--- config.mk ---
export PLATFORM = sky130hd
export DESIGN_NAME = bmsi_top
export DESIGN_NICKNAME = d
export VERILOG_FILES = /design/src/verilog/none_placeholder_removed.sv /design/src/verilog/bmsi_pkg.sv /design/src/verilog/bmsi_sync.sv /design/src/verilog/bmsi_top.sv
export VERILOG_INCLUDE_DIRS = /design/src /design/src/verilog
export SDC_FILE = /design/constraint.sdc
export NUM_CORES = 1
export LEC_CHECK = 0
export BUFFER_PORTS_ARGS = -buffer_cell sky130_fd_sc_hd__buf_2
export CORE_MARGIN = 1
export CORE_UTILIZATION = 45
export DETAILED_ROUTE_END_ITERATION = 6
export SLEW_MARGIN = 10
export SYNTH_ARGS = -nofsm -noshare
export SYNTH_HDL_FRONTEND = slang
export SYNTH_SLANG_ARGS = --single-unit
--- constraint.sdc ---
create_clock -name pclk -period 2.7 [get_ports pclk]
set_clock_uncertainty 0.1 [all_clocks]
set_input_delay 0.405 -clock pclk [delete_from_list [all_inputs] [get_ports pclk]]
set_output_delay 0.405 -clock pclk [all_outputs]
set_load 0.01 [all_outputs]
--- src/verilog/bmsi_params.svh ---
// Purpose: Constants for the buck mode and supply indicator control block.
// Assumes: 50 MHz pclk; APB byte addresses; comparator inputs active high.
// Notes: Register offsets and field positions used by top.
// Behaviour
// Supply valid when AC or USB exceeds battery.
// Indicator on when valid, off in sleep.
// AC above overvoltage threshold is not valid.
// Charger reset bit six floats the indicator.
// Indicator follow, on, off or blink override.
// Suspend charging when junction is too hot.
// Main default target from main select pin.
// Core default target from core select pin.
// Host writes override pin-selected targets.
// Deep sleep lowers or disables core converter.
// Deep sleep pin ignored unless allow bit.
// Bit seven forces PWM, blocks power save.
// Light load in PWM enters power save.
// Power save bursts at half rate between comparators.
// Below nominal in power save returns to PWM.
// Soft start raises current limit four steps.
// Core turn-on lags main by 270 degrees.
// High side on per clock, trip, dead, low side.
// Shared fixed-frequency switching clock 1.25 MHz.
// Optional discharge while converter is disabled.
// Power-good readable while converter enabled.
// Sleep when both AC and USB absent.
// Comparator inputs pass two flip-flop synchronisers.
`ifndef BMSI_PARAMS_SVH
`define BMSI_PARAMS_SVH

// Clock and switching timing
`define BMSI_SYS_CLK_HZ 50000000
`define BMSI_PWM_FREQ_HZ 1250000
`define BMSI_PWM_PERIOD_CYC (`BMSI_SYS_CLK_HZ / `BMSI_PWM_FREQ_HZ)
`define BMSI_MAIN_LAG_DEG 0
`define BMSI_CORE_LAG_DEG 270
`define BMSI_MAIN_OFF_CYC (`BMSI_PWM_PERIOD_CYC * `BMSI_MAIN_LAG_DEG / 360)
`define BMSI_CORE_OFF_CYC (`BMSI_PWM_PERIOD_CYC * `BMSI_CORE_LAG_DEG / 360)
`define BMSI_DEAD_TIME_NS 20
`define BMSI_DEAD_CYC ((`BMSI_DEAD_TIME_NS * (`BMSI_SYS_CLK_HZ / 1000000) + 999) / 1000)
`define BMSI_SS_STEPS 4
`define BMSI_SS_STEP_US 64
`define BMSI_SS_STEP_CYC (`BMSI_SS_STEP_US * (`BMSI_SYS_CLK_HZ / 1000000))
`define BMSI_BLINK_TICK_MS 10
`define BMSI_BLINK_TICK_CYC (`BMSI_BLINK_TICK_MS * (`BMSI_SYS_CLK_HZ / 1000))

// Analog thresholds carried by the comparators outside
`define BMSI_SUPPLY_MARGIN_MV 100
`define BMSI_AC_OVP_MV 6600
`define BMSI_TJ_SUSPEND_C 145
`define BMSI_TJ_MARGIN_C 15
`define BMSI_TJ_SHUTDOWN_C (`BMSI_TJ_SUSPEND_C + `BMSI_TJ_MARGIN_C)

// Register byte offsets
`define BMSI_OFF_CHGCFG 12'h000
`define BMSI_OFF_ON_TIME 12'h004
`define BMSI_OFF_PERIOD 12'h008
`define BMSI_OFF_IND_MODE 12'h00C
`define BMSI_OFF_CONV_FIRST 12'h010
`define BMSI_OFF_CONV_SECOND 12'h014
`define BMSI_OFF_CONV_EN 12'h018
`define BMSI_OFF_STATUS 12'h01C

// Field positions
`define BMSI_CHG_RESET_BIT 6
`define BMSI_FPWM_BIT 7
`define BMSI_LP_ALLOW_BIT 6
`define BMSI_LP_CORE_OFF_BIT 5
`define BMSI_MAIN_DIS_BIT 4
`define BMSI_CORE_DIS_BIT 8

// Reset values and target codes
`define BMSI_RST_CHGCFG 8'h00
`define BMSI_RST_ON_TIME 8'h00
`define BMSI_RST_PERIOD 8'h00
`define BMSI_RST_CONV_FIRST 8'h00
`define BMSI_RST_CONV_SECOND 9'h000
`define BMSI_RST_CONV_EN 2'h3
`define BMSI_MAIN_3V0 4'h6
`define BMSI_MAIN_3V3 4'h9
`define BMSI_CORE_1V5 4'h5
`define BMSI_CORE_1V8 4'h8
`define BMSI_SS_FULL 2'h3

`endif

--- src/verilog/none_placeholder_removed.sv ---
// Purpose: Holds no logic.
// Assumes: Nothing.
// Notes: Block logic is in bmsi_top.

--- src/verilog/bmsi_pkg.sv ---
// Purpose: Types for the buck mode and supply indicator control block.
// Assumes: Constants come from bmsi_params.svh.
// Notes: Index 0 of per-converter arrays is main, index 1 is core.
package bmsi_pkg;
    typedef enum logic [1:0] {SW_OFF, SW_HS, SW_DEAD, SW_LS} bmsi_sw_t;
    typedef enum logic {MODE_PWM, MODE_PSAVE} bmsi_mode_t;
    typedef enum logic [1:0] {IND_FOLLOW, IND_ON, IND_OFF, IND_BLINK} bmsi_ind_t;
endpackage

--- src/verilog/bmsi_sync.sv ---
// Purpose: Two flip-flop synchroniser for a vector of levels.
// Assumes: Each bit is an independent level.
// Notes: First stage feeds only the second stage.
`timescale 1ns/1ps
module bmsi_sync #(
    parameter int WIDTH = 1
) (
    // Clock, reset, enable
    input wire logic pclk,
    input wire logic presetn,
    input wire logic ce,
    // Data
    input wire logic [WIDTH-1:0] async_in,
    output logic [WIDTH-1:0] sync_out
);
    typedef struct packed {
        logic [WIDTH-1:0] meta;
        logic [WIDTH-1:0] stable;
    } bmsi_sync_state_t;

    bmsi_sync_state_t st;
    bmsi_sync_state_t next_st;

    // Shift through both stages
    always_comb
    begin
        next_st.meta = async_in;
        next_st.stable = st.meta;
    end

    // State register
    always_ff @(posedge pclk or negedge presetn)
    begin
        if (!presetn)
        begin
            st <= '0;
        end
        else if (ce)
        begin
            st <= next_st;
        end
    end

    assign sync_out = st.stable;
endmodule // bmsi_sync

--- src/verilog/bmsi_top.sv ---
// Purpose: Buck converter switching, mode and supply indicator control.
// Assumes: APB slave, 32-bit data, answers in the first access cycle.
// Notes: Per-converter arrays use index 0 for main and 1 for core.
`timescale 1ns/1ps
`include "bmsi_params.svh"
module bmsi_top #(
    parameter int SS_STEP_CYC = `BMSI_SS_STEP_CYC,
    parameter int BLINK_TICK_CYC = `BMSI_BLINK_TICK_CYC
) (
    // Clock, reset, enable
    input wire logic pclk,
    input wire logic presetn,
    input wire logic ce,
    // APB slave
    input wire logic psel,
    input wire logic penable,
    input wire logic pwrite,
    input wire logic [11:0] paddr,
    input wire logic [31:0] pwdata,
    output logic [31:0] prdata,
    output logic pready,
    output logic pslverr,
    // Configuration pins
    input wire logic main_default_select_pin,
    input wire logic core_default_select_pin,
    input wire logic deep_sleep_request_pin,
    // Charger comparators
    input wire logic ac_above_bat,
    input wire logic usb_above_bat,
    input wire logic ac_overvoltage,
    input wire logic ac_present,
    input wire logic usb_present,
    input wire logic tj_over_suspend,
    // Converter comparators, index 0 main, 1 core
    input wire logic [1:0] reg_trip,
    input wire logic [1:0] ilim_trip,
    input wire logic [1:0] light_load,
    input wire logic [1:0] below_comp_low,
    input wire logic [1:0] above_comp_high,
    input wire logic [1:0] below_nominal,
    input wire logic [1:0] power_good,
    // Converter drive
    output logic [1:0] hs_on,
    output logic [1:0] ls_on,
    output logic [1:0] conv_enable,
    output logic [1:0] discharge_on,
    output logic [1:0] main_ilim_step,
    output logic [1:0] core_ilim_step,
    output logic [3:0] main_target_code,
    output logic [3:0] core_target_code,
    output logic charge_suspend,
    // Open-drain supply valid indicator
    output logic supply_valid_indicator_o,
    output logic supply_valid_indicator_oe
);
    import bmsi_pkg::*;

    localparam int PERIOD = `BMSI_PWM_PERIOD_CYC;
    localparam int SSW = $clog2(SS_STEP_CYC + 1);
    localparam int BW = $clog2(BLINK_TICK_CYC + 1);
    localparam logic [5:0] MAIN_OFF = 6'(`BMSI_MAIN_OFF_CYC);
    localparam logic [5:0] CORE_OFF = 6'(`BMSI_CORE_OFF_CYC);

    typedef struct packed {
        logic [7:0] chgcfg;
        logic [7:0] on_time;
        logic [7:0] period;
        bmsi_ind_t ind_mode;
        logic [7:0] conv_first;
        logic [8:0] conv_second;
        logic [1:0] conv_en;
        logic strapped;
        logic [5:0] phase;
        logic [1:0] half;
        bmsi_mode_t [1:0] mode;
        logic [1:0] burst;
        bmsi_sw_t [1:0] sw;
        logic [1:0][3:0] dead_cnt;
        logic [1:0][1:0] ss;
        logic [1:0][SSW-1:0] ss_cnt;
        logic [BW-1:0] blink_pre;
        logic [7:0] blink_cnt;
        logic [1:0] hs;
        logic [1:0] ls;
        logic [1:0] en_out;
        logic [1:0] dis;
        logic [3:0] main_tgt;
        logic [3:0] core_tgt;
        logic suspend;
        logic ind_out;
        logic ind_oe;
        logic [31:0] rdata;
        logic ready;
        logic slverr;
    } bmsi_state_t;

    bmsi_state_t st;
    bmsi_state_t next_st;

    logic [19:0] raw_in;
    logic [19:0] sync_in;
    logic ac_gt_s, usb_gt_s, ovp_s, ac_pres_s, usb_pres_s, tj_s;
    logic [1:0] reg_s, ilim_s, light_s, low_s, high_s, nom_s, pg_s;
    logic [1:0] tick, fire, eff_en;
    logic lp_act, valid, sleep, follow_on, ind_on, setup, access, hit;
    logic [31:0] rd_word;

    // Comparator synchronisers
    assign raw_in = {ac_above_bat, usb_above_bat, ac_overvoltage, ac_present, usb_present,
                     tj_over_suspend, reg_trip, ilim_trip, light_load, below_comp_low,
                     above_comp_high, below_nominal, power_good};

    bmsi_sync #(
        .WIDTH(20)
    ) u_sync (
        .pclk(pclk),
        .presetn(presetn),
        .ce(ce),
        .async_in(raw_in),
        .sync_out(sync_in)
    );

    assign {ac_gt_s, usb_gt_s, ovp_s, ac_pres_s, usb_pres_s, tj_s, reg_s, ilim_s, light_s,
            low_s, high_s, nom_s, pg_s} = sync_in;

    // Decode and status word
    always_comb
    begin
        valid = (ac_gt_s && !ovp_s) || usb_gt_s;
        sleep = !ac_pres_s && !usb_pres_s;
        follow_on = valid && !sleep;
        lp_act = deep_sleep_request_pin && st.conv_first[`BMSI_LP_ALLOW_BIT];
        eff_en[0] = st.conv_en[0];
        eff_en[1] = st.conv_en[1] && !(lp_act && st.conv_first[`BMSI_LP_CORE_OFF_BIT]);
        setup = psel && !penable;
        access = psel && penable && st.ready;
        hit = 1'b1;
        rd_word = 32'h0000_0000;
        unique case (paddr)
            `BMSI_OFF_CHGCFG: rd_word = {24'h00_0000, st.chgcfg};
            `BMSI_OFF_ON_TIME: rd_word = {24'h00_0000, st.on_time};
            `BMSI_OFF_PERIOD: rd_word = {24'h00_0000, st.period};
            `BMSI_OFF_IND_MODE: rd_word = {30'h0000_0000, st.ind_mode};
            `BMSI_OFF_CONV_FIRST: rd_word = {24'h00_0000, st.conv_first};
            `BMSI_OFF_CONV_SECOND: rd_word = {23'h00_0000, st.conv_second};
            `BMSI_OFF_CONV_EN: rd_word = {30'h0000_0000, st.conv_en};
            `BMSI_OFF_STATUS: rd_word = {24'h00_0000, st.ss[1] == `BMSI_SS_FULL &&
                                         st.ss[0] == `BMSI_SS_FULL,
                                         st.mode[1] == MODE_PSAVE, st.mode[0] == MODE_PSAVE,
                                         sleep, tj_s, pg_s & eff_en, follow_on};
            default: hit = 1'b0;
        endcase
    end

    // Next state of the whole block
    always_comb
    begin
        next_st = st;
        tick = 2'b00;
        fire = 2'b00;
        ind_on = 1'b0;

        // APB answer one cycle after setup
        next_st.ready = setup;
        next_st.slverr = setup && !hit;
        if (setup)
        begin
            next_st.rdata = rd_word;
        end

        // Pin defaults caught once after reset
        if (!st.strapped)
        begin
            next_st.strapped = 1'b1;
            next_st.conv_first[3:0] = main_default_select_pin ? `BMSI_MAIN_3V3
                                                              : `BMSI_MAIN_3V0;
            next_st.conv_second[3:0] = core_default_select_pin ? `BMSI_CORE_1V8
                                                               : `BMSI_CORE_1V5;
        end

        // Register writes at the access edge
        if (access && pwrite && hit)
        begin
            unique case (paddr)
                `BMSI_OFF_CHGCFG: next_st.chgcfg = pwdata[7:0];
                `BMSI_OFF_ON_TIME: next_st.on_time = pwdata[7:0];
                `BMSI_OFF_PERIOD: next_st.period = pwdata[7:0];
                `BMSI_OFF_IND_MODE: next_st.ind_mode = bmsi_ind_t'(pwdata[1:0]);
                `BMSI_OFF_CONV_FIRST: next_st.conv_first = pwdata[7:0];
                `BMSI_OFF_CONV_SECOND: next_st.conv_second = pwdata[8:0];
                `BMSI_OFF_CONV_EN: next_st.conv_en = pwdata[1:0];
                default: next_st.conv_en = st.conv_en;
            endcase
        end

        // Shared switching clock phase
        next_st.phase = (st.phase == 6'(PERIOD - 1)) ? 6'h00 : st.phase + 6'h01;

        // Per-converter control
        for (int c = 0; c < 2; c++)
        begin
            tick[c] = (st.phase == ((c == 0) ? MAIN_OFF : CORE_OFF));
            if (!eff_en[c])
            begin
                next_st.mode[c] = MODE_PWM;
                next_st.burst[c] = 1'b0;
                next_st.sw[c] = SW_OFF;
                next_st.ss[c] = 2'h0;
                next_st.ss_cnt[c] = '0;
                next_st.half[c] = 1'b0;
            end
            else
            begin
                // Soft start current limit steps
                if (st.ss[c] != `BMSI_SS_FULL)
                begin
                    if (st.ss_cnt[c] == SSW'(SS_STEP_CYC - 1))
                    begin
                        next_st.ss_cnt[c] = '0;
                        next_st.ss[c] = st.ss[c] + 2'h1;
                    end
                    else
                    begin
                        next_st.ss_cnt[c] = st.ss_cnt[c] + SSW'(1);
                    end
                end
                // Mode selection
                unique case (st.mode[c])
                    MODE_PWM:
                    begin
                        if (!st.conv_first[`BMSI_FPWM_BIT] && light_s[c])
                        begin
                            next_st.mode[c] = MODE_PSAVE;
                            next_st.burst[c] = 1'b0;
                        end
                    end
                    MODE_PSAVE:
                    begin
                        if (st.conv_first[`BMSI_FPWM_BIT] || nom_s[c])
                        begin
                            next_st.mode[c] = MODE_PWM;
                        end
                        else if (high_s[c])
                        begin
                            next_st.burst[c] = 1'b0;
                        end
                        else if (low_s[c])
                        begin
                            next_st.burst[c] = 1'b1;
                        end
                    end
                endcase
                // Half-rate gating for power save bursts
                if (tick[c])
                begin
                    next_st.half[c] = !st.half[c];
                end
                fire[c] = tick[c] && (st.mode[c] == MODE_PWM ||
                                      (st.burst[c] && st.half[c]));
                // Switch sequence
                unique case (st.sw[c])
                    SW_OFF:
                    begin
                        if (fire[c])
                        begin
                            next_st.sw[c] = SW_HS;
                        end
                    end
                    SW_HS:
                    begin
                        if (reg_s[c] || ilim_s[c])
                        begin
                            next_st.sw[c] = SW_DEAD;
                            next_st.dead_cnt[c] = 4'h0;
                        end
                    end
                    SW_DEAD:
                    begin
                        if (st.dead_cnt[c] == 4'(`BMSI_DEAD_CYC - 1))
                        begin
                            next_st.sw[c] = SW_LS;
                        end
                        else
                        begin
                            next_st.dead_cnt[c] = st.dead_cnt[c] + 4'h1;
                        end
                    end
                    SW_LS:
                    begin
                        if (tick[c])
                        begin
                            next_st.sw[c] = fire[c] ? SW_HS : SW_OFF;
                        end
                    end
                endcase
            end
            next_st.hs[c] = (next_st.sw[c] == SW_HS);
            next_st.ls[c] = (next_st.sw[c] == SW_LS);
        end

        // Converter side outputs
        next_st.en_out = eff_en;
        next_st.dis[0] = st.conv_first[`BMSI_MAIN_DIS_BIT] && !eff_en[0];
        next_st.dis[1] = st.conv_second[`BMSI_CORE_DIS_BIT] && !eff_en[1];
        next_st.main_tgt = st.conv_first[3:0];
        next_st.core_tgt = (lp_act && !st.conv_first[`BMSI_LP_CORE_OFF_BIT]) ?
                           st.conv_second[7:4] : st.conv_second[3:0];
        next_st.suspend = tj_s;

        // Blink timebase, runs only in blink mode
        if (st.ind_mode != IND_BLINK)
        begin
            next_st.blink_pre = '0;
            next_st.blink_cnt = 8'h00;
        end
        else if (st.blink_pre == BW'(BLINK_TICK_CYC - 1))
        begin
            next_st.blink_pre = '0;
            next_st.blink_cnt = (st.blink_cnt >= st.period) ? 8'h00 : st.blink_cnt + 8'h01;
        end
        else
        begin
            next_st.blink_pre = st.blink_pre + BW'(1);
        end

        // Indicator source selection
        unique case (st.ind_mode)
            IND_FOLLOW: ind_on = follow_on;
            IND_ON: ind_on = 1'b1;
            IND_OFF: ind_on = 1'b0;
            IND_BLINK: ind_on = (st.blink_cnt < st.on_time);
        endcase
        next_st.ind_out = 1'b0;
        next_st.ind_oe = ind_on && !st.chgcfg[`BMSI_CHG_RESET_BIT];
    end

    // State register
    always_ff @(posedge pclk or negedge presetn)
    begin
        if (!presetn)
        begin
            st <= '0;
            st.chgcfg <= `BMSI_RST_CHGCFG;
            st.on_time <= `BMSI_RST_ON_TIME;
            st.period <= `BMSI_RST_PERIOD;
            st.conv_first <= `BMSI_RST_CONV_FIRST;
            st.conv_second <= `BMSI_RST_CONV_SECOND;
            st.conv_en <= `BMSI_RST_CONV_EN;
        end
        else if (ce)
        begin
            st <= next_st;
        end
    end

    // Ports straight from state
    assign prdata = st.rdata;
    assign pready = st.ready;
    assign pslverr = st.slverr;
    assign hs_on = st.hs;
    assign ls_on = st.ls;
    assign conv_enable = st.en_out;
    assign discharge_on = st.dis;
    assign main_ilim_step = st.ss[0];
    assign core_ilim_step = st.ss[1];
    assign main_target_code = st.main_tgt;
    assign core_target_code = st.core_tgt;
    assign charge_suspend = st.suspend;
    assign supply_valid_indicator_o = st.ind_out;
    assign supply_valid_indicator_oe = st.ind_oe;
endmodule // bmsi_top

# Word-level counts from Yosys, hierarchy flattened
# Cells that the tools add are included.
# op_classes
add_sub_neg,9
magnitude_cmp,2
eq_ne,46
mux,73
n_bitwise,3
n_reduce_logical,74
# ops
op,count
two-way mux 12 bit,6
one-hot mux 9 bit (8 select lines),1
== test 12 x 5 -> 1 bit (second input constant),4
two-way mux 4 bit,10
two-way mux 2 bit,17
two-way mux 27 bit,1
AND reduction 3 bit,9
adder 12 x 1 -> 12 bit (second input constant),2
== test 12 bit (second input constant),2
== test 12 x 4 -> 1 bit (second input constant),2
logical AND 1 bit,23
two-way mux 1 bit,23
== test 2 bit (second input constant),10
adder 19 x 1 -> 19 bit (second input constant),1
== test 19 bit (second input constant),1
two-way mux 19 bit,1
two-way mux 8 bit,2
inequality test 2 bit (second input constant),8
one-hot mux 2 bit (4 select lines),2
one-hot mux 4 bit (2 select lines),2
two-way mux 15 bit,1
zero test 1 bit,14
== test 12 x 3 -> 1 bit (second input constant),1
zero test 12 bit,1
27 further kinds,63
# totals
register_bits,217
input_bits,73
output_inout_bits,57
elab_cells,247

# Depth between registers and ports, before layout
# Gate-level depths: netlist of the first run.
# logic_depth
ltp_word,8
depth_mapped,8
ltp_nobuf,7

# Cells and area by module
# A second synthesis of the first run with hierarchy kept.
# hier_totals
cells_unflattened,974
hier_area_um2,10114.7
# modules_own_cells
mod,instances,cells_per_inst,area_each_um2,seq_area_each_um2
bmsi_top,1,890,8618.3,3856.2
bmsi_sync,1,84,1496.4,1001.0

# Worst setup path before layout of the first run
# No wires, ideal clock.
# synth_path
path_kind,input to register
from,input port paddr[5]
to,register st[162] (netlist name)
setup_time_ns,0.125
t_arrival_ns,2.174
required_time_ns,2.475
path_slack_ns,0.301
stages,6
n_path_buf,1
cell_sequence,or4_4 -> nor4_4 -> nand3_1 -> nor2b_1 -> buf_4 -> mux2_2
# synth_via
elab_chain_len,5
word_cells_on_any_way,12
cone_classes,eq/ne: 7; mux: 1; reduce/logical: 4
# synth_rtl
element,line,text
from (decl),bmsi_top.sv:18,"input wire logic [11:0] paddr,"
== test 12 x 5 -> 1 bit (tied with other cells),bmsi_top.sv:139,unique case (paddr)
OR reduction 8 bit (no line),-,
two-way mux 1 bit,bmsi_top.sv:139,
logical AND 1 bit,bmsi_top.sv:182,if (access && pwrite && hit)
AND reduction 3 bit (no line) *,-,
to (signal assigned),bmsi_top.sv:352,st <= next_st;
to (decl),bmsi_top.sv:97,bmsi_state_t st;
# Every way passes the cells marked *; elsewhere a longest branch is shown, timed or not.
# A chain may end at the register's enable or synchronous reset.

# Worst setup path in the final report of the first run
# layout_path
from,register st[53] (netlist name)
to,register st[55] (netlist name)
# layout_via
elab_chain_len,4
word_cells_on_any_way,5
cone_classes,add/sub: 1; order compare: 1; mux: 3
# layout_rtl
element,line,text
adder 8 x 1 -> 8 bit / >= comparator 8 bit (equally long branches),bmsi_top.sv:319,next_st.blink_cnt = (st.blink_cnt >= st.period) ? 8'h00 : st.blink_cnt + 8'h01;
two-way mux 8 bit *,bmsi_top.sv:319,
two-way mux 8 bit *,bmsi_top.sv:316,else if (st.blink_pre == BW'(BLINK_TICK_CYC - 1))
two-way mux 27 bit *,bmsi_top.sv:311,if (st.ind_mode != IND_BLINK)
# Every way passes the cells marked *; elsewhere a longest branch is shown, timed or not. The select of a mux whose other input is x is not followed.

==> results of run 1 <==
## worst paths after layout
path                                            to  slack [ns]
worst max register to register              st[55]        0.32
worst min register to register           prdata[7]        0.39
max in group asynchronous                eff_en[0]        1.29
worst max-delay path                        st[55]        0.32
min in group asynchronous                  st[109]        0.40
worst min-delay path            u_sync.next_st[14]        0.09
## sequential cells by signal, summed over array words and instances (netlist names), 2 cells and up
name / count
conv_enable: 2
core_ilim_step: 2
core_target_code: 4
discharge_on: 2
hs_on: 2
ls_on: 2
main_ilim_step: 2
main_target_code: 4
next_st: 4
prdata: 9
st: 116
u_sync.next_st: 20
u_sync.sync_out: 20
## synthesized netlist by cell type, types with 4 or more instances
| library cell | count | area share, % |
|---|---|---|
| nand2_1 | 88 | 3.3 |
| nor2b_1 | 8 | 0.50 |
| a32oi_1 | 5 | 0.44 |
| ha_1 | 28 | 3.5 |
| nor3b_1 | 5 | 0.37 |
| or2_2 | 4 | 0.25 |
| buf_4 | 55 | 4.1 |
| o211ai_1 | 4 | 0.30 |
| and2_1 | 7 | 0.44 |
| o2bb2ai_1 | 7 | 0.61 |
| buf_1 | 6 | 0.22 |
| o22ai_1 | 14 | 0.87 |
| a21oi_1 | 31 | 1.5 |
| xnor2_1 | 13 | 1.1 |
| inv_1 | 50 | 1.9 |
| xor2_1 | 14 | 1.2 |
| and3_1 | 10 | 0.62 |
| a221oi_1 | 8 | 0.70 |
| a31oi_1 | 7 | 0.44 |
| nand4_1 | 14 | 0.87 |
| nor2_1 | 69 | 2.6 |
| a22oi_1 | 5 | 0.37 |
| nand3_1 | 39 | 1.9 |
| nor3_1 | 15 | 0.75 |
| o31ai_1 | 6 | 0.45 |
| mux2_2 | 85 | 9.5 |
| or3_1 | 6 | 0.37 |
| nor4_1 | 5 | 0.31 |
| a211oi_1 | 5 | 0.37 |
| o21ai_0 | 62 | 3.1 |
| a22o_1 | 6 | 0.52 |
| clkbuf_1 | 22 | 0.82 |
| dfrtp_1 | 192 | 48 |
| nand2b_1 | 13 | 0.81 |
| nand3b_1 | 4 | 0.30 |
| mux2i_1 | 9 | 0.90 |
| and4_1 | 4 | 0.35 |
## metal layers
layer  part of all wire (%)  up-vias
met4                    2.1        0
met3                    3.8       30
li1                       -     3565
met1                     48     3577
met5                      0        -
met2                     46      157
## through the flow
stage / power [mW] / util [%] / hold slack, ns / area, um^2
after floorplan: 4.09 / - / 0.00941 / 10100
after global placement: 4.38 / 48.6 / 0.333 / 10600
after detailed placement: 4.40 / 48.6 / 0.336 / 10600
after CTS: 6.92 / 51.3 / 0.0733 / 11200
after global routing: 7.19 / 51.3 / 0.0749 / 11200
final: 6.85 / 51.3 / 0.0938 / 11200
## cells by family after synthesis
family	after synthesis	share of synthesized area [%]
other cells	1	0.0373
buf+inv	136	7.22
mux	96	10.9
fa+ha+maj	28	3.49
simple gates	307	15.5
flops	194	48.3
xor+xnor	27	2.35
compound gates	189	12.2
## cell type report
type / count / area [um^2] / area share, %
clock buffer: 17 / 425 / 3.79
inverter: 51 / 191 / 1.70
sequential: 194 / 4860 / 43.2
timing repair buffer: 112 / 699 / 6.23
tap: 280 / 350 / 3.12
clock inverter: 15 / 158 / 1.40
multi-input combinational: 671 / 4550 / 40.5
## timing repair
action / CTS / global route
resized for setup: 0 / 0
hold buffers: 1 / 0
endpoints found under the hold margin: 57 / 0
## power by group through the flow
stage / sequential (mW) / clock [mW] / combinational [mW]
finish: 3.42 / 2.51 / 0.922
global route: 3.47 / 2.67 / 1.05
CTS: 3.42 / 2.57 / 0.935
detailed placement: 3.47 / 0 / 0.930
global placement: 3.47 / 0 / 0.909
floorplan: 3.40 / 0 / 0.691
==> reports/results.env, run 1 <==
OUTCOME='completed'
SEQUENTIALPOWERSHARE_PCT=50.0
CRIT_CELLS=7
PLACE_WS_NS=0.199
DP.FINAL_HPWL_MM=17.1
GRT_BUSIEST_LAYER='met2'
CRITICALPATHCATEGORY='reg -> reg'
MAX_BUFFERS_ROOT_TO_SINK=2
MIN_PERIOD_NS=2.38
CP_STARTPOINT='st[53]'
ANTENNA_VIOLATING_NETS_LEFT=0
GROUTE.LAYER.MET1.USAGE_PCT=30.2
GRT.MET2_USAGE_PCT=33.9
PLACE.DETAILED.INSTANCES=1307
WORSTHOLDPATHTYPE='in -> reg'
NUMBER_OF_ANTENNA_VIOLATIONS_AT_THE_FIRST_CHECK_IN_GLOBAL_ROUTING=0
PIN_COUNT=130
POSTSYNTHAREAPERCELL_UM2=10.3
PERIOD_SHARE_PCT=88.2
PD_CELLS_nW_PER_UM2=610
FINAL-HOLD-VIOLATION-COUNT=0
POWER_FRAC_CLOCK_PCT=36.6
DRT_DRC_VIOLATIONS_LEFT=0
GRT_REMAINING_OVERFLOW=0
CHIPHEIGHT_UM=151
NUMCTSBUFFERS=17
SYNTH-WARNING-COUNT=0
FLOORPLAN.ROWS=54
WORST-ENDPOINT-REQUIRED_NS=2.92
CTS_ROOT_BUFFER_TYPE='clkbuf_16'
CORE_BOX_AREA_UM2=21900
CRIT_FAMILY='compound AO/OA/AOI/OAI gates'
YS_SEQ_ELEMENTS=194
GROUTE.LAYER.MET3.USAGE_PCT=3.28
SETUP_VIOL=0
HOLD_PATH_DEPTH=2
MOSTFREQUENTLAYOUTCELLS='dfrtp_1 (192), nand2_1 (88), mux2_2 (85), buf_2 (80), nor2_1 (69)'
RSZ_0062_RAISED_AFTER_GLOBAL_ROUTING='false'
FIN_CELLS=1340
INITIAL_CORE_UTIL_PCT=45.9
SYNTH_EDF_COUNT=0
POST-CTS-SETUP-BUFFER-COUNT=0
TIGHTESTPINTRANSITION_NS=0.613
CRIT_PATH_MAX_INCR_DELAY_NS=0.44
FIRST_GLOBAL_VIAS=7000
LAYOUT_OVERHEAD_ON_THE_SYNTHESIZED_AREA_PCT=11.8
SLEW-LIMIT-HEADROOM_PCT=58.1
DETAIL_ROUTE.WL_PER_CELL_UM=17.3
CTS_HTREE_LEVELS=4
REG2REGPATHDEPTH=7
LAYOUT.CELLS.MOST_COMMON='dfrtp_1'
NETLIST_AREA_UM2=10000
VIA_COUNT=7329
SEQ_AREA_FRAC_SYNTH_PCT=48.3
CLKSINKCOUNT=194
GRT_START_MAX_NET_PINS=73
FINAL_NETS=1148
CRITICAL_PATH.MAX_FANOUT=6
DRIVE_ABOVE_1_SHARE_PCT=23.3
POWER_SWITCHING_mW=2.03
MAX_CAP_VIOL_COUNT=0
CTS.REPORTEDPATHS.CLKPINSLEW_NS=0.08
DRT_PASS1_ITERATIONS=6
CRITPATHBUFINV=1
HOLD_PATH.STARTPOINT='tj_over_suspend'
TIMING_MAX_TRANSITION_VIOLATIONS_FINAL=0
WORSTPATHARRIVAL_NS=2.61
N_FILL_CELL=2031
GRT_UTIL_ALL_LAYERS_PCT=21.6
DIE_WIDTH_UM=151
SYNTH-ASYNC-RESET-RATIO_PCT=100
CRITICAL_PATH.ENDPOINT_TYPE='flop'
WORST_IR_DROP_VDD_mV=0.370
DOMINANTREGCELLSYNTH='dfrtp_1'
CLOCK_TREE_FROM_TRITONCTS='built'
FMAXACHIEVABLE_MHz=420
GRT_PASS1_WL_MM=37.7
PORT_BUFFERS=82
CP_SLOWEST_CELL='a2111o_1'
CLOCK_INSERTION_DELAY_WORST_SKEW_NS=0.44
TOTALWIRELENGTH_MM=23.2
FIRST_ITER_VIOLATIONS=425
DIE_AREA_UM2=22900
POWER.STATIC_LEAKAGE_nW=5.03
DRT-VIAS-PER-INSTANCE=5.47
TOTAL_INSERTED_ANTENNA_CELLS=0
SYN_INST=978
COMB_POWER_SHARE_PCT=13.5
WORST_SLACK_NS=0.320
NETLIST-CELL-TYPE-COUNT=74
P_SW_SHARE_PCT=29.7
GP_ROUTABILITY_CONGESTION=0.840
REG2REG_FROM='st[53]'
TIMING.SETUP.TNS_NS=0
POWER_REPORT.INTERNAL_TOTAL_mW=4.82
CELL_CHAIN_OF_THE_CRITICAL_PATH='inv_1, ha_1, nand2b_1, a2111o_1, a32oi_1, nand3_1, o311ai_0'
CRIT_PATH_START_KIND='flop'
No activity file was read; power rests on OpenSTA's default activity.
==> run 2, diff against run 1 <==
--- a/config.mk
+++ b/config.mk
@@ -6,6 +6,7 @@
 export SDC_FILE = /design/constraint.sdc
 export NUM_CORES = 1
 export LEC_CHECK = 0
+export ABC_AREA = 1
 export BUFFER_PORTS_ARGS = -buffer_cell sky130_fd_sc_hd__buf_2
 export CORE_MARGIN = 1
 export CORE_UTILIZATION = 45
==> reports/results.env, run 2 <==
OUTCOME='completed'  # unchanged
YS_SEQ_ELEMENTS=194  # unchanged
GP_ROUTABILITY_CONGESTION=0.865  # was 0.840
CTS_ROOT_BUFFER_TYPE='clkbuf_16'  # unchanged
YS_TOP_CELLS_BY_COUNT='nand2_1 (424), dfrtp_1 (192), inv_1 (136)'  # was dfrtp_1 (192), nand2_1 (88), mux2_2 (85)
LARGEST_REG_FLOPS=116  # unchanged
MAX_BUFFERS_ROOT_TO_SINK=2  # unchanged
N_FILL_CELL=2243  # was 2031
PERIOD_SHARE_PCT=76.9  # was 88.2%
WORST-ENDPOINT-REQUIRED_NS=2.95  # was 2.92 ns
TIGHTESTPINTRANSITION_NS=0.704  # was 0.613 ns
PIN_COUNT=130  # unchanged
SLEW-LIMIT-HEADROOM_PCT=53.1  # was 58.1%
CLOCK_INSERTION_DELAY_WORST_SKEW_NS=0.44  # about the same
NUMCTSBUFFERS=17  # unchanged
FINAL_NETS=1533  # was 1148
WORSTHOLDPATHTYPE='in -> reg'  # unchanged
LAYOUT_OVERHEAD_ON_THE_SYNTHESIZED_AREA_PCT=11.1  # was 11.8%
FMAXACHIEVABLE_MHz=481  # was 420 MHz
UTILIZATION_PCT=51.0  # was 51.3%
DRIVE_ABOVE_1_SHARE_PCT=11.6  # was 23.3%
GRT_UTIL_ALL_LAYERS_PCT=22.3  # was 21.6%
SYNTH-ASYNC-RESET-RATIO_PCT=100  # unchanged
DRT-VIAS-PER-INSTANCE=4.99  # was 5.47
NETLIST-CELL-TYPE-COUNT=41  # was 74
DOMINANTREGCELLSYNTH='dfrtp_1'  # unchanged
POWER.STATIC_LEAKAGE_nW=6.14  # was 5.03 nW
GRT_START_MAX_NET_PINS=86  # was 73
CRITICAL_PATH.MAX_FANOUT=13  # was 6
WORST_IR_DROP_VDD_mV=0.326  # was 0.370 mV
NETLIST_AREA_UM2=10400  # was 10000 um^2
FIRST_GLOBAL_VIAS=8277  # was 7000
SYNTH-WARNING-COUNT=0  # unchanged
TIMING_MAX_TRANSITION_VIOLATIONS_FINAL=0  # unchanged
TIMING.SETUP.TNS_NS=0  # unchanged
MIN_PERIOD_NS=2.08  # was 2.38 ns
DIE_AREA_UM2=23800  # was 22900 um^2
RSZ_0062_RAISED_AFTER_GLOBAL_ROUTING='false'  # unchanged
FIN_TOTAL_PWR_mW=6.90  # was 6.85 mW
SEQ_AREA_FRAC_SYNTH_PCT=46.6  # was 48.3%
POSTSYNTHAREAPERCELL_UM2=7.62  # was 10.3 um^2
CRITICALPATHCATEGORY='reg -> reg'  # unchanged
DETAIL_ROUTE.WL_PER_CELL_UM=14.4  # was 17.3 um
FLOORPLAN.ROWS=55  # was 54
TOTAL_INSERTED_ANTENNA_CELLS=0  # unchanged
SYNTH_AREA_LEADER_CELL='dfrtp_1'  # unchanged
SETUP_VIOL=0  # unchanged
CTS_HTREE_LEVELS=4  # unchanged
PLACE_WS_NS=0.523  # was 0.199 ns
DRT_PASS1_ITERATIONS=5  # was 6
WORST_SLACK_NS=0.623  # was 0.320 ns
POST-CTS-SETUP-BUFFER-COUNT=0  # unchanged
VIA_COUNT=8631  # was 7329
WORSTPATHARRIVAL_NS=2.32  # was 2.61 ns
ANTENNA_VIOLATING_NETS_LEFT=0  # unchanged
SYNTH_EDF_COUNT=0  # unchanged
TOTALWIRELENGTH_MM=25.0  # was 23.2 mm
SYNTHTOPCELLSBYAREA='dfrtp_1 (46%), nand2_1 (15%), inv_1 (4.9%)'  # was dfrtp_1 (48%), mux2_2 (9.5%), buf_4 (4.1%)
SYNTH.MOST_COMMON_CELL='nand2_1'  # was dfrtp_1
CRITICAL_PATH.ENDPOINT_TYPE='flop'  # unchanged
CTS.REPORTEDPATHS.CLKPINSLEW_NS=0.07  # was 0.08 ns
CLKSINKCOUNT=194  # unchanged
MAX_CAP_VIOL_COUNT=0  # unchanged
PD_CELLS_nW_PER_UM2=596  # was 610 nW/um^2
CORE_BOX_AREA_UM2=22700  # was 21900 um^2
LARGEST_REGISTER_BY_FLOP_COUNT='st'  # unchanged
DRT_DRC_VIOLATIONS_LEFT=0  # unchanged
SYN_INST=1370  # was 978
GRT_REMAINING_OVERFLOW=0  # unchanged
NUMBER_OF_ANTENNA_VIOLATIONS_AT_THE_FIRST_CHECK_IN_GLOBAL_ROUTING=0  # unchanged
INITIAL_CORE_UTIL_PCT=45.9  # about the same
CRIT_PATH_START_KIND='flop'  # unchanged
FINAL-HOLD-VIOLATION-COUNT=0  # unchanged
MOSTFREQUENTLAYOUTCELLS='nand2_1 (424), dfrtp_1 (192), inv_1 (136), nor2_1 (133), nand3_1 (101)'  # was dfrtp_1 (192), nand2_1 (88), mux2_2 (85), buf_2 (80), nor2_1 (69)
FIRST_ITER_VIOLATIONS=584  # was 425
PORT_BUFFERS=82  # unchanged
CHIPHEIGHT_UM=154  # was 151 um
LAYOUT.CELLS.MOST_COMMON='nand2_1'  # was dfrtp_1
DP.FINAL_HPWL_MM=18.2  # was 17.1 mm
R2R_SLACK_NS=0.62  # was 0.32 ns
YOSYSTOPAREACELLSHARE_PCT=46.0  # was 47.8%
CLOCK_TREE_FROM_TRITONCTS='built'  # unchanged
DIE_WIDTH_UM=154  # was 151 um
GRT_PASS1_WL_MM=42.0  # was 37.7 mm
-- run 2: kinds of logic after synthesis --
| logic type | share of synthesized area, % |
|---|---|
| buf+inv | 10.4 |
| simple gates | 29.7 |
| other cells | 0.0359 |
| compound gates | 8.25 |
| xor+xnor | 1.68 |
| fa+ha+maj | 3.36 |
| flops | 46.6 |
-- run 2: stage by stage --
step	instance area (um^2)	std cells	hold WS (ns)
finish	11600	1730	0.0723
detailed placement	11000	1697	0.357
CTS	11600	1730	0.0571
global placement	11000	1697	0.357
floorplan	10500	1393	0.00941
global route	11600	1730	0.0784
-- run 2: final cells by class --
cell class              count  area [um^2]  share of cell area [%]
flip-flops and latches    194         4860                    41.9
multi-input cells         968         4580                    39.5
repair buffers            107          647                    5.58
inverters                 144          541                    4.66
clock buffers              18          439                    3.79
well taps                 285          357                    3.08
clock inverters            14          169                    1.46
-- run 2: path summary, 6_finish.rpt --
kind	from	to	depth (start not counted)
worst max-delay path	st[134]	st[94]	9
worst min-delay path	usb_above_bat	u_sync.next_st[18]	3
worst max register to register	st[134]	st[94]	9
worst min register to register	u_sync.sync_out[16]	u_sync.sync_out[16]	2
max in group asynchronous	presetn	eff_en[0]	3
min in group asynchronous	presetn	st[112]	2
-- run 2: what timing repair did --
action,in CTS,in global routing
hold buffers,1,0
endpoints found under the hold margin,80,0
setup endpoints to repair,0,0
gates resized for setup,0,0
-- run 2: where the power goes --
group | total, mW | switching, mW | leakage [nW] | internal [mW]
clock | 2.64 | 1.21 | 0.293 | 1.42
combinational | 0.888 | 0.561 | 3.41 | 0.326
sequential | 3.38 | 0.211 | 2.43 | 3.17
-- run 2: routing by layer --
layer	GRT usage [%]	up-vias	share of wire, %
li1	-	4407	-
met1	31.0	4052	48
met2	36.3	141	47
met4	7.54	0	1.8
met3	2.80	31	3.3
met5	0	-	0
-- run 2: worst max-delay path: stages, from the launching register on --
cell     delay [ns]
dfstp_2        0.57
nand2_1        0.20
inv_1          0.12
nand2_1        0.05
nand2_1        0.05
buf_4          0.18
inv_1          0.12
nand2_1        0.22
inv_1          0.17
nor3b_1        0.21
